**config.mk**
```make
export PLATFORM = sky130hd
export DESIGN_NAME = odc_output_ctl
export DESIGN_NICKNAME = d
export VERILOG_FILES = /design/src/rtl/odc_output_ctl.v /design/src/rtl/odc_pin_ctl.v
export VERILOG_INCLUDE_DIRS = /design/src /design/src/rtl
export SDC_FILE = /design/constraint.sdc
export NUM_CORES = 1
export LEC_CHECK = 0
export BUFFER_PORTS_ARGS = -buffer_cell sky130_fd_sc_hd__clkbuf_2
export CORE_ASPECT_RATIO = 1.5
export CORE_MARGIN = 3
export CORE_UTILIZATION = 50
export CTS_CLUSTER_DIAMETER = 30
export DETAILED_ROUTE_END_ITERATION = 12
export HOLD_SLACK_MARGIN = 0.08
export PLACE_DENSITY = 0.84
export REMOVE_ABC_BUFFERS = 1
export SLEW_MARGIN = 20
export SYNTH_ARGS = -nofsm -noshare
export SYNTH_HDL_FRONTEND = slang
export SYNTH_SLANG_ARGS = --single-unit
```
**constraint.sdc**
```tcl
create_clock -name mclk_i -period 1.93 [get_ports mclk_i]
set_clock_uncertainty 0.05 [all_clocks]
set_input_delay 0 -clock mclk_i [delete_from_list [all_inputs] [get_ports mclk_i]]
set_output_delay 0 -clock mclk_i [all_outputs]
set_load 0.02 [all_outputs]
```
**src/rtl/odc_consts.vh**
```
`ifndef ODC_CONSTS_VH
`define ODC_CONSTS_VH
// Register offsets
`define ODC_ADDR_OUTDIV     8'h24
`define ODC_ADDR_OUTCTL4    8'h25
`define ODC_ADDR_STATUS     8'h26
// Reset values
`define ODC_RST_OUTDIV      8'h03
`define ODC_RST_OUTCTL4     8'h18
// Field positions in output_control_ch4
`define ODC_SRC_HI          7
`define ODC_SRC_LO          6
`define ODC_FMT_HI          5
`define ODC_FMT_LO          4
`define ODC_SA_HI           3
`define ODC_SA_LO           2
`define ODC_SB_HI           1
`define ODC_SB_LO           0
// Source codes
`define ODC_SRC_PLL         2'h0
`define ODC_SRC_RSVD        2'h1
`define ODC_SRC_PRI         2'h2
`define ODC_SRC_SEC         2'h3
// Format codes
`define ODC_FMT_OFF         2'h0
`define ODC_FMT_DIFF        2'h1
`define ODC_FMT_HCSL        2'h2
`define ODC_FMT_CMOS        2'h3
// Tail current in mA
`define ODC_MA_4            5'h04
`define ODC_MA_6            5'h06
`define ODC_MA_8            5'h08
`define ODC_MA_16           5'h10
// Load resistance in ohms
`define ODC_OHM_50          8'h32
`define ODC_OHM_100         8'h64
`define ODC_OHM_200         8'hC8
`endif

```
**src/rtl/odc_output_ctl.v**
```verilog
// Decided for this implementation: the strobed register port.
`include "odc_consts.vh"
module odc_output_ctl (
  input  wire       mclk_i,         // 10 MHz clock
  input  wire       reset_i,        // Sync reset, active high
  input  wire [7:0] addr_i,         // Register address
  input  wire [7:0] wdata_i,        // Write data
  input  wire       wr_i,           // Write strobe
  input  wire       rd_i,           // Read strobe
  input  wire       doubler_en_i,   // Reference doubler enabled
  output reg  [7:0] rdata_o,        // Read data, cycle after strobe
  output reg  [8:0] ch23_ratio_o,   // Divide ratio, channels 2 and 3
  output reg  [8:0] ch4_ratio_o,    // Effective ratio on channel 4 path
  output reg  [1:0] ch4_src_o,      // 0 PLL, 1 primary, 2 secondary, 3 none
  output reg        ch4_bypass_o,   // Output divider bypassed
  output reg        ch4_doubled_o,  // Doubled reference delivered
  output reg  [1:0] ch4_fmt_o,      // Active driver format
  output reg  [4:0] ch4_tail_ma_o,  // Tail current in mA
  output reg  [7:0] ch4_rload_o,    // HCSL load in ohms, 0 tristate
  output reg  [2:0] ch4_pin_p_o,    // Positive pin: power, drive, invert
  output reg  [2:0] ch4_pin_n_o     // Negative pin: power, drive, invert
);

  reg  [7:0] shared_output_divider_ch2_ch3;
  reg  [7:0] output_control_ch4;
  reg        doubler_s1;
  reg        doubler_s2;

  wire [1:0] chan4_source_select;
  wire [1:0] chan4_format;
  wire [1:0] chan4_driver_setting_a;
  wire [1:0] chan4_driver_setting_b;
  wire       cmos_fmt;
  wire [2:0] pin_p;
  wire [2:0] pin_n;
  wire [8:0] div_ratio;

  reg  [4:0] next_tail;
  reg  [7:0] next_rload;
  reg  [1:0] next_src;
  reg        next_bypass;

  assign chan4_source_select    = output_control_ch4[`ODC_SRC_HI:`ODC_SRC_LO];
  assign chan4_format           = output_control_ch4[`ODC_FMT_HI:`ODC_FMT_LO];
  assign chan4_driver_setting_a = output_control_ch4[`ODC_SA_HI:`ODC_SA_LO];
  assign chan4_driver_setting_b = output_control_ch4[`ODC_SB_HI:`ODC_SB_LO];
  assign cmos_fmt               = (chan4_format == `ODC_FMT_CMOS);
  // Ratio is code plus one, widened so 0xFF gives 256
  assign div_ratio = {1'b0, shared_output_divider_ch2_ch3} + 9'h001;

  // Register writes; doubler pin crosses in through two flops
  always @(posedge mclk_i) begin
    if (reset_i) begin
      shared_output_divider_ch2_ch3 <= `ODC_RST_OUTDIV;
      output_control_ch4            <= `ODC_RST_OUTCTL4;
      doubler_s1                    <= 1'b0;
      doubler_s2                    <= 1'b0;
    end else begin
      doubler_s1 <= doubler_en_i;
      doubler_s2 <= doubler_s1;
      if (wr_i && addr_i == `ODC_ADDR_OUTDIV) begin
        shared_output_divider_ch2_ch3 <= wdata_i;
      end
      if (wr_i && addr_i == `ODC_ADDR_OUTCTL4) begin
        output_control_ch4 <= wdata_i;
      end
    end
  end

  // Read mux; unmapped addresses return zero
  always @(posedge mclk_i) begin
    if (reset_i) begin
      rdata_o <= 8'h00;
    end else if (rd_i) begin
      case (addr_i)
        `ODC_ADDR_OUTDIV:  rdata_o <= shared_output_divider_ch2_ch3;
        `ODC_ADDR_OUTCTL4: rdata_o <= output_control_ch4;
        `ODC_ADDR_STATUS:  rdata_o <= {5'h00, ch4_doubled_o, ch4_bypass_o,
                                       (chan4_source_select == `ODC_SRC_RSVD)};
        default:           rdata_o <= 8'h00;
      endcase
    end else begin
      rdata_o <= 8'h00;
    end
  end

  // Source decode; reserved code leaves channel without source
  always @* begin
    next_src    = 2'h3;
    next_bypass = 1'b0;
    case (chan4_source_select)
      `ODC_SRC_PLL: begin
        next_src = 2'h0;
      end
      `ODC_SRC_PRI: begin
        next_src    = 2'h1;
        next_bypass = 1'b1;
      end
      `ODC_SRC_SEC: begin
        next_src    = 2'h2;
        next_bypass = 1'b1;
      end
      default: begin
        next_src    = 2'h3;
        next_bypass = 1'b0;
      end
    endcase
  end

  // Driver strength decode by format
  always @* begin
    next_tail  = 5'h00;
    next_rload = 8'h00;
    if (chan4_format == `ODC_FMT_DIFF || chan4_format == `ODC_FMT_HCSL) begin
      case (chan4_driver_setting_a)
        2'h0:    next_tail = `ODC_MA_4;
        2'h1:    next_tail = `ODC_MA_6;
        2'h2:    next_tail = `ODC_MA_8;
        default: next_tail = (chan4_format == `ODC_FMT_HCSL) ? `ODC_MA_16 : `ODC_MA_8;
      endcase
    end
    if (chan4_format == `ODC_FMT_HCSL) begin
      case (chan4_driver_setting_b)
        2'h1:    next_rload = `ODC_OHM_50;
        2'h2:    next_rload = `ODC_OHM_100;
        2'h3:    next_rload = `ODC_OHM_200;
        default: next_rload = 8'h00;
      endcase
    end
  end

  // Per-pin decode shared by both single-ended pins
  odc_pin_ctl u_pin_p (
    .code_i   (chan4_driver_setting_a),
    .cmos_i   (cmos_fmt),
    .power_o  (pin_p[2]),
    .drive_o  (pin_p[1]),
    .invert_o (pin_p[0])
  );

  odc_pin_ctl u_pin_n (
    .code_i   (chan4_driver_setting_b),
    .cmos_i   (cmos_fmt),
    .power_o  (pin_n[2]),
    .drive_o  (pin_n[1]),
    .invert_o (pin_n[0])
  );

  // Registered outputs, one cycle after a register write
  always @(posedge mclk_i) begin
    if (reset_i) begin
      ch23_ratio_o  <= 9'h000;
      ch4_ratio_o   <= 9'h000;
      ch4_src_o     <= 2'h0;
      ch4_bypass_o  <= 1'b0;
      ch4_doubled_o <= 1'b0;
      ch4_fmt_o     <= `ODC_FMT_OFF;
      ch4_tail_ma_o <= 5'h00;
      ch4_rload_o   <= 8'h00;
      ch4_pin_p_o   <= 3'h0;
      ch4_pin_n_o   <= 3'h0;
    end else begin
      ch23_ratio_o  <= div_ratio;
      // Reference path skips divider, ratio reads as one
      ch4_ratio_o   <= next_bypass ? 9'h001 : div_ratio;
      ch4_src_o     <= next_src;
      ch4_bypass_o  <= next_bypass;
      ch4_doubled_o <= next_bypass & doubler_s2;
      ch4_fmt_o     <= chan4_format;
      ch4_tail_ma_o <= next_tail;
      ch4_rload_o   <= next_rload;
      ch4_pin_p_o   <= pin_p;
      ch4_pin_n_o   <= pin_n;
    end
  end

endmodule // odc_output_ctl

```
**src/rtl/odc_pin_ctl.v**
```verilog
`include "odc_consts.vh"
// Decodes one single-ended pin setting
module odc_pin_ctl (
  input  wire [1:0] code_i,   // Pin setting code
  input  wire       cmos_i,   // Single-ended format active
  output wire       power_o,  // Pin powered up
  output wire       drive_o,  // Pin actively driven
  output wire       invert_o  // Negative polarity
);
  // Non-single-ended formats leave pins off here
  assign power_o  = cmos_i & code_i[1];
  assign drive_o  = cmos_i & (code_i != 2'h0);
  assign invert_o = cmos_i & (code_i == 2'h2);
endmodule // odc_pin_ctl

```
* Word level (Yosys, flattened, before mapping)
Cells that the tools add are included.
** Operators by class
- Reductions and logical operators :: 12
- Equality and inequality tests :: 14
- $add $sub $neg :: 1
- Muxes and demuxes :: 7
- Bitwise logic cells :: 10
** Operators with widths (count)
- case mux 8 bit (3 select lines) :: 2
- equality test 8 x 6 -> 1 bit (second input constant) :: 3
- case mux 5 bit (3 select lines) :: 1
- equality test 2 bit (second input constant) :: 7
- OR reduction 2 bit :: 5
- adder 8 x 1 -> 9 bit (second input constant) :: 1
- equality test 2 x 1 -> 1 bit (second input constant) :: 4
- bitwise AND 1 bit :: 7
- case mux 2 bit (3 select lines) :: 1
- 2-to-1 mux 5 bit :: 1
- logical NOT 2 bit :: 2
- nonzero test 2 bit :: 2
- inverter 1 bit :: 3
- logical AND 1 bit :: 2
- 2-to-1 mux 1 bit :: 2
- logical OR 1 bit :: 1
** Storage, ports and cells
- Output and inout port bits :: 51
- Logic and storage cells :: 60
- Register bits after elaboration :: 69

* Logic depth before layout (Yosys ltp)
Gate-level depths: netlist of the first run.
- Word-level depth :: 4
- Mapped depth :: 5

* By module
A second synthesis of the first run with hierarchy kept.
** Unflattened totals
- Cells, all modules :: 242
- Area total of the unflattened synthesis :: 2501.1 µm²
** Modules (own cells, without submodules)
- odc_output_ctl :: area each 2456.1 µm², cells an instance 236, times used 1
- odc_pin_ctl :: area each 22.5 µm², cells an instance 3, times used 2

* Worst setup path after synthesis of the first run
No wires, ideal clock.
- Kind :: in2reg
- Start :: input port addr_i[1]
- End :: register shared_output_divider_ch2_ch3[2]
- Library setup time :: 0.119 ns
- Arrival time :: 1.205 ns
- Cell stages on the path :: 5
- Path slack :: 0.556 ns
- Path through :: buf_6 > or4b_4 > or3_1 > buf_2 > mux2i_1
** Between the ends
- Word-level cells in the longest chain between the ends :: 2
** Ends and longest elaborated chain
- from (decl) :: line odc_output_ctl.v:6 : input wire [7:0] addr_i,
- equality test 8 x 6 -> 1 bit
- logical AND 1 bit (no line)
- to (signal assigned) :: line odc_output_ctl.v:54 : shared_output_divider_ch2_ch3 <= `ODC_RST_OUTDIV;
- to (signal assigned) :: line odc_output_ctl.v:62 : shared_output_divider_ch2_ch3 <= wdata_i;
- to (decl) :: line odc_output_ctl.v:24 : reg [7:0] shared_output_divider_ch2_ch3;
No other way between the ends.
A chain may end at the register's enable or synchronous reset.

* Worst setup path in the final report of the first run
- Start :: input port addr_i[7]
- End :: register shared_output_divider_ch2_ch3[1]
Same word-level chain as after synthesis.

==> impl_metrics.ini, run 1 <==
[grt]
grt_max_degree = 27
gr-total-overflow = 0
grt_pass1_wl_mm = 8.64
grt_pass1_vias = 1860
antenna_found_initial = 0
grt_util_all_layers_pct = 19.5

[finish]
antenna_cells = 0
drive_above_1_share_pct = 27.6
final_area_mm2 = 0.00313
instances_no_fill = 386
areaGrowthSynthToFinish_pct = 28.1
nNetsFinal = 349

[clocking]
post-cts-setup-buffer-count = 0
clk_latency_ps = 330
numCtsBuffers = 9
path_clk_slew_ps = 70
postCtsResizedCells = 0
cts_hold_buf = 12
htreeDepth = 3
root_buffer = clkbuf_8
tritoncts = built
clkSinkCount = 65
clockBufferDepth = 2

[job]
max_cap_violations = 0

[sta]
slew_headroom_pct = 63.2
finalCriticalPeriod_ps = 1700
fmax_mhz = 588
rsz0062_at_grt = false
finalHoldViolCount = 0
worst_pin_slew_ps = 548
fin_crit_sh_pct = 88.2
fin_hold_ws_ps = 123
setup_viol = 0
final_max_slew_viol_count = 0
fin_setup_tns_ps = 0

[place]
hpwl_mm = 3.76
place_area_mm2 = 0.00282
dp.cells = 358
place_congestion = 0.852
port_buffers = 69

[power_and_ir_drop]
p_leak_nw = 1.42
worst_ir_drop_vdd_mv = 0.449
switching_power_mw = 0.517
combPwrFrac_pct = 4.9
sw_frac_of_total_pct = 20.2
power_mw = 2.56
p_seq_share_pct = 52.9
intPower_mw = 2.04
p_clk_share_pct = 42.2
p_per_area_mw_per_mm2 = 816

[synthesis]
async_flop_share_pct = 0
yosys_register_bits = 65
netlist_area_mm2 = 0.00244
synth_cells = 235
avgSynthCellArea_um2 = 10.4
seq_area_frac_synth_pct = 53.3
synth_cell_type_count = 40
synth_warnings = 0
synth_edf_count = 0
synth_top_flop_cell = dfxtp_1

[critical_path]
start_kind = primary input
cp.arrival_ps = 1910
critical_path_class = primary input to register
worstPathMaxFanout = 4
cp.required_ps = 2140
end_kind = register

[die]
start_util_pct = 52.9
num_rows = 30
dieArea_mm2 = 0.00578
die_w_um = 63.1
coreArea_mm2 = 0.00462
pin_count = 72
die_h_um = 91.6

[drt]
route.detailed.drc = 0
via_per_inst = 5.02
ant_nets = 0
routed_wl_mm = 5.19
dr.pass1.iters = 4
drtIter0Drc = 92
vias = 1938
post_drt_wl_per_cell_um = 13.5

[status]
status = complete, no violations

[worst_hold_path]
min_path_type = primary input to register
sequential cells by signal, summed over array words and instances (netlist names), 3 cells and up:
register / count
ch23_ratio_o: 9
ch4_ratio_o: 9
output_control_ch4: 8
rdata_o: 8
shared_output_divider_ch2_ch3: 8
ch4_rload_o: 5
ch4_tail_ma_o: 4
ch4_pin_n_o: 3
ch4_pin_p_o: 3
cell usage in the layout, fill, tap and decap left out, types with 9 or more instances in the layout:
cell type,n
ha_1,11
nor2b_1,10
clkbuf_2,69
and2_1,10
nand2b_1,12
clkbuf_8,10
dlygate4sd3_1,12
nor2_1,24
mux2i_1,18
dfxtp_1,65
a21oi_1,9
cell type report:
| cell class | instances | area [µm²] |
|---|---|---|
| inverter | 8 | 30.0 |
| clock buffer | 13 | 149 |
| clock inverter | 3 | 40.0 |
| fill | 358 | 1490 |
| multi-input combinational | 148 | 1030 |
| tap | 64 | 80.1 |
| sequential | 65 | 1300 |
| timing repair buffer | 85 | 495 |
cells by family after synthesis:
family                   share of synthesized area (%)
AO/OA/AOI/OAI                                     6.86
XOR/XNOR                                          1.08
adder cells (fa/ha/maj)                           5.63
buffers and inverters                             4.56
flip-flops                                        53.3
multiplexers                                      7.37
other                                            0.153
AND/OR/NAND/NOR                                   21.1
worst max-delay path, stage by stage:
cell and delay, ps:
dlygate4sd3_1 530, clkbuf_2 140, or4b_4 540, nor3_1 450, mux2i_1 250
metrics by stage:
| step | util (%) | setup slack [ps] |
|---|---|---|
| finish | 67.8 | 228 |
| global route | 67.8 | 148 |
| CTS | 67.8 | 240 |
| detailed placement | 61.1 | 363 |
| global placement | 61.1 | 438 |
| floorplan | - | 405 |
power groups by stage:
stage	combinational [mW]	clock [mW]	sequential, mW
2_1_floorplan	0.0381	0	1.39
3_3_place_gp	0.103	0	1.38
3_5_place_dp	0.105	0	1.38
4_1_cts	0.125	1.10	1.35
5_1_grt	0.136	1.17	1.35
6_report	0.125	1.08	1.35
metal layers:
metal	up-vias	wire [µm]	global-route usage [%]	share of wire, %
met5	-	0	0	0
met4	0	147	11.0	2.8
met3	16	308	6.86	5.9
met2	72	2790	33.7	54
met1	889	1950	20.2	37
li1	961	-	-	-
Yosys cell counts, drive strengths merged, types with 3 or more instances:
library cell  instances  area, µm²
mux2i                18        180
a21oi                 9       45.0
nor3                  3       15.0
clkbuf                6       22.5
nand4b                3       26.3
nor2b                10       62.6
nand3                 5       25.0
o31ai                 4       30.0
nand2b               12       75.1
a2bb2oi               3       26.3
and2                 10       62.6
dfxtp                65       1300
inv                   8       30.0
buf                   9       58.8
or3                   5       31.3
ha                   11        138
nand4                 3       18.8
o21ai                 4       20.0
nor2                 24       90.1
worst paths after layout:
kind	from	to	slack (ps)	cells past startpoint
max	addr_i[7]	shared_output_divider_ch2_ch3[1]$_SDFFE_PP1P_	230	5
min	addr_i[3]	shared_output_divider_ch2_ch3[3]$_SDFFE_PP0P_	120	5
max reg2reg	shared_output_divider_ch2_ch3[0]$_SDFFE_PP1P_	ch4_ratio_o[8]$_SDFF_PP0_	460	4
min reg2reg	doubler_s1$_SDFF_PP0_	doubler_s2$_SDFF_PP0_	390	1
Note: power is estimated with default switching activity, not from simulation.
==> inputs of run 2 (changes only) <==
- SETUP_SLACK_MARGIN: not set -> 0.3
==> impl_metrics.ini, run 2 (synthesized netlist as in run 1, its figures left out) <==
[status]
status = complete, no violations

[place]
place_congestion = 0.852
port_buffers = 69
hpwl_mm = 3.76
place_area_mm2 = 0.00282
dp.cells = 358

[clocking]
post-cts-setup-buffer-count = 0
path_clk_slew_ps = 70
clkSinkCount = 65
numCtsBuffers = 9
tritoncts = built
clk_latency_ps = 330
clockBufferDepth = 2
root_buffer = clkbuf_8
htreeDepth = 3

[drt]
drtIter0Drc = 93
via_per_inst = 5.01
ant_nets = 0
dr.pass1.iters = 4
post_drt_wl_per_cell_um = 13.5
route.detailed.drc = 0
vias = 1934
routed_wl_mm = 5.21

[critical_path]
worstPathMaxFanout = 7
r2r_cells = 4
crit_family = simple AND/OR/NAND/NOR gates
slowest_stage = dfxtp_1
end_kind = register
crit_buf_inv = 1
r2r_start = shared_output_divider_ch2_ch3[0]$_SDFFE_PP1P_
cp.required_ps = 2110
crit_cells = 4
cp.arrival_ps = 1660
crit_start = shared_output_divider_ch2_ch3[0]$_SDFFE_PP1P_
critical_path_class = register to register
slowest_delay_ps = 440
crit_chain = ha_1, inv_1, or2_2, nor4b_1
start_kind = register

[job]
max_cap_violations = 0

[grt]
grt_max_degree = 27
grt_util_all_layers_pct = 19.4
grt_pass1_vias = 1847
gr-total-overflow = 0
antenna_found_initial = 0
grt_pass1_wl_mm = 8.60

[die]
num_rows = 30
pin_count = 72
die_h_um = 91.6
die_w_um = 63.1
coreArea_mm2 = 0.00462
dieArea_mm2 = 0.00578
start_util_pct = 52.9

[finish]
fillers = 359
nNetsFinal = 349
antenna_cells = 0
instances_no_fill = 386
drive_above_1_share_pct = 27.6
final_area_mm2 = 0.00313
register_area_mm2 = 0.00130
mostFrequentLayoutCell = clkbuf_2
top_regs = ch23_ratio_o (9), ch4_ratio_o (9)
layout.cells.most_common_list = clkbuf_2 (69), dfxtp_1 (65), nor2_1 (24), mux2i_1 (18)
multi_input_area_mm2 = 0.00103
areaGrowthSynthToFinish_pct = 28.1

[sta]
finalCriticalPeriod_ps = 1480
fmax_mhz = 676
final_max_slew_viol_count = 0
fin_crit_sh_pct = 76.7
fin_hold_ws_ps = 109
finalHoldViolCount = 0
worst_pin_slew_ps = 553
setup_viol = 0
rsz0062_at_grt = false
fin_setup_tns_ps = 0
slew_headroom_pct = 62.8

[power_and_ir_drop]
power_mw = 2.55
p_leak_nw = 1.42
p_per_area_mw_per_mm2 = 816
worst_ir_drop_vdd_mv = 0.449

[worst_hold_path]
min_from = addr_i[6]
whs_path_depth = 4
min_path_type = primary input to register
[run 2: cell counts in the layout (fill, tap and decap cells not counted)]
Identical to the previous run, type by type.
[run 2: worst min-delay path, stage by stage]
cell and delay, ps:
clkbuf_2 120, or4b_4 150, o31ai_1 70, a21oi_1 130
[run 2: stage by stage]
stage	utilization (%)	worst slack, ps
final	67.8	451
after global placement	61.1	438
after floorplan	-	405
after global routing	67.8	307
after detailed placement	61.1	363
after CTS	67.8	452
[run 2: repair_timing]
action / in CTS / in global routing
hold buffers: 12 / 0
setup endpoints to repair: 0 / 0
endpoints found under the hold margin: 20 / 0
resized for setup: 0 / 0
[run 2: where the power goes]
part | switching (mW) | internal, mW
registers | 0.00225 | 1.35
logic | 0.0643 | 0.0598
clock network | 0.451 | 0.629
[run 2: worst paths after layout]
kind                                                   endpoint  slack, ps
setup / recovery                      ch4_ratio_o[8]$_SDFF_PP0_        450
hold / removal    shared_output_divider_ch2_ch3[3]$_SDFFE_PP0P_        110
setup reg to reg                      ch4_ratio_o[8]$_SDFF_PP0_        450
hold reg to reg                           doubler_s2$_SDFF_PP0_        390
[run 2: layout make-up]
cell class | instances | area share, %
Sequential cell | 65 | 41.6
Multi-Input combinational cell | 148 | 33.1
Timing Repair Buffer | 85 | 15.8
Clock buffer | 13 | 4.76
Tap cell | 64 | 2.56
Clock inverter | 3 | 1.28
Inverter | 8 | 0.959
[run 2: per-layer routing]
| layer | track usage (%) | share of wire (%) |
|---|---|---|
| met1 | 20.3 | 39 |
| met2 | 33.0 | 52 |
| met3 | 6.86 | 6.1 |
| met4 | 11.0 | 2.8 |
| met5 | 0 | 0 |
==> inputs of run 3 (changes only) <==
- CORE_UTILIZATION: 50 -> 46
- PLACE_DENSITY: 0.84 -> 0.81
- clock period: 1.93 -> 1.2 ns (I/O delays scaled with it)
==> impl_metrics.ini, run 3 (synthesized netlist as in run 1, its figures left out) <==
[status]
status = finished with violations
violations = negative setup slack

[worst_hold_path]
min_path_type = primary input to register
whs_path_depth = 3
min_from = addr_i[0]
min_to = shared_output_divider_ch2_ch3[6]$_SDFFE_PP0P_

[grt]
antenna_found_initial = 0
grt_pass1_wl_mm = 11.6
grt_max_degree = 18
gr-total-overflow = 0
grt_util_all_layers_pct = 25.6
grt_pass1_vias = 2341

[clocking]
htreeDepth = 3
root_buffer = clkbuf_8
clk_latency_ps = 350
cts_hold_buf = 11
tritoncts = built
clockBufferDepth = 2
numCtsBuffers = 9
clkSinkCount = 65
path_clk_slew_ps = 70

[sta]
finalCriticalPeriod_ps = 1280
final_max_slew_viol_count = 0
fin_ws_ps = -78.0
rsz0062_at_grt = true
fin_crit_sh_pct = 107
fin_setup_tns_ps = -556
finalHoldViolCount = 0
fmax_mhz = 782
setup_viol = 15

[drt]
ant_nets = 0
vias = 2451
route.detailed.drc = 0
drtIter0Drc = 189
routed_wl_mm = 9.87
post_drt_wl_per_cell_um = 22.9
via_per_inst = 5.70
dr.pass1.iters = 7

[finish]
fin_util_pct = 83.0
drive_above_1_share_pct = 60.4
top_regs = ch23_ratio_o (9), ch4_ratio_o (9)
layout.cells.most_common_list = clkbuf_2 (51), dfxtp_1 (48), buf_6 (33), buf_4 (25), nor2_1 (19)
fillers = 256
instances_no_fill = 430
mostFrequentLayoutCell = clkbuf_2
nNetsFinal = 391
areaGrowthSynthToFinish_pct = 68.7
antenna_cells = 0

[power_and_ir_drop]
p_per_area_mw_per_mm2 = 1030
p_leak_nw = 1.79
worst_ir_drop_vdd_mv = 0.681

[critical_path]
r2r_cells = 4
rrSetupSlack_ps = -80
cp.arrival_ps = 1520
critical_path_class = register to register
r2r_start = shared_output_divider_ch2_ch3[1]$_SDFFE_PP1P_
worstPathMaxFanout = 5
r2r-end = ch4_ratio_o[5]$_SDFF_PP0_
crit_chain = buf_4, nand2_2, or3_4, a21oi_2
slowest_stage = or3_4
start_kind = register
cp.required_ps = 1440
end_kind = register
slowest_delay_ps = 400

[die]
start_util_pct = 49.2
coreArea_mm2 = 0.00496
pin_count = 72
die_h_um = 95.3
die_w_um = 65.5
num_rows = 31
dieArea_mm2 = 0.00624

[place]
dp.cells = 387
hpwl_mm = 4.14
port_buffers = 69
place_congestion = 0.807

[job]
max_cap_violations = 0
run 3: changes by cell type in the layout (fill, tap and decap cells not counted), sizes merged:
cell	delta
dlymetal6s4s	+1
bufinv	-1
clkbuf	-17
buf	+61
dlygate4sd3	-2
run 3: per-layer routing:
layer  GRT usage [%]  part of all wire [%]  vias to the layer above
met2            47.9                    54                      170
met1            23.8                    32                     1175
li1                -                     -                     1046
met4            16.3                   7.4                        0
met3            7.08                   7.0                       60
met5               0                     0                        -
run 3: repair_timing:
action	CTS	global route
gates cloned	0	0
setup endpoints to repair	55	70
gates resized for setup	99	90
hold endpoints to repair	22	1
buffers inserted	4	12
pin swaps	27	25
run 3: report_power, final:
part           switching [mW]  internal [mW]  total, mW
clock network           0.826          0.970       1.80
registers             0.00564           2.15       2.16
logic                   0.160          0.153      0.313
total                   0.992           3.27       4.26
run 3: cell type report:
type                            instances  area (µm²)  area share [%]
Clock buffer                           14         183            4.43
Clock inverter                          2        10.0           0.243
Inverter                                8        37.5           0.911
Multi-Input combinational cell        148        1470            35.8
Sequential cell                        65        1340            32.6
Tap cell                               66        82.6            2.00
Timing Repair Buffer                  127         992            24.1
run 3: how the worst max path moves through the flow:
stage	slack [ps]	to	start	depth (start not counted)
after detailed placement	-190	shared_output_divider_ch2_ch3[2]$_SDFFE_PP0P_	addr_i[3]	4
after floorplan	-320	output_control_ch4[2]$_SDFFE_PP0P_	addr_i[5]	3
after global placement	-170	shared_output_divider_ch2_ch3[2]$_SDFFE_PP0P_	addr_i[3]	4
final	-80	ch4_ratio_o[5]$_SDFF_PP0_	shared_output_divider_ch2_ch3[1]$_SDFFE_PP1P_	4
after CTS	-10	ch4_ratio_o[6]$_SDFF_PP0_	output_control_ch4[6]$_SDFFE_PP0P_	4
after global routing	-90	ch23_ratio_o[7]$_SDFF_PP0_	shared_output_divider_ch2_ch3[1]$_SDFFE_PP1P_	4
run 3: critical path: cells and delay by family (launching register included):
family / cells / cell delay (ps)
flip-flops: 1 / 350
buffers and inverters: 1 / 160
AO/OA/AOI/OAI: 1 / 150
AND/OR/NAND/NOR: 2 / 490
run 3: metrics by stage:
stage,setup slack (ps),cell area (µm²),power [mW],hold slack (ps)
final,-78.0,4120,4.27,59.7
after global routing,-92.1,4120,4.38,58.2
after CTS,-9.64,3730,4.17,31.4
after detailed placement,-191,3030,2.41,171
after global placement,-171,3030,2.41,165
after floorplan,-325,2370,2.29,16.7
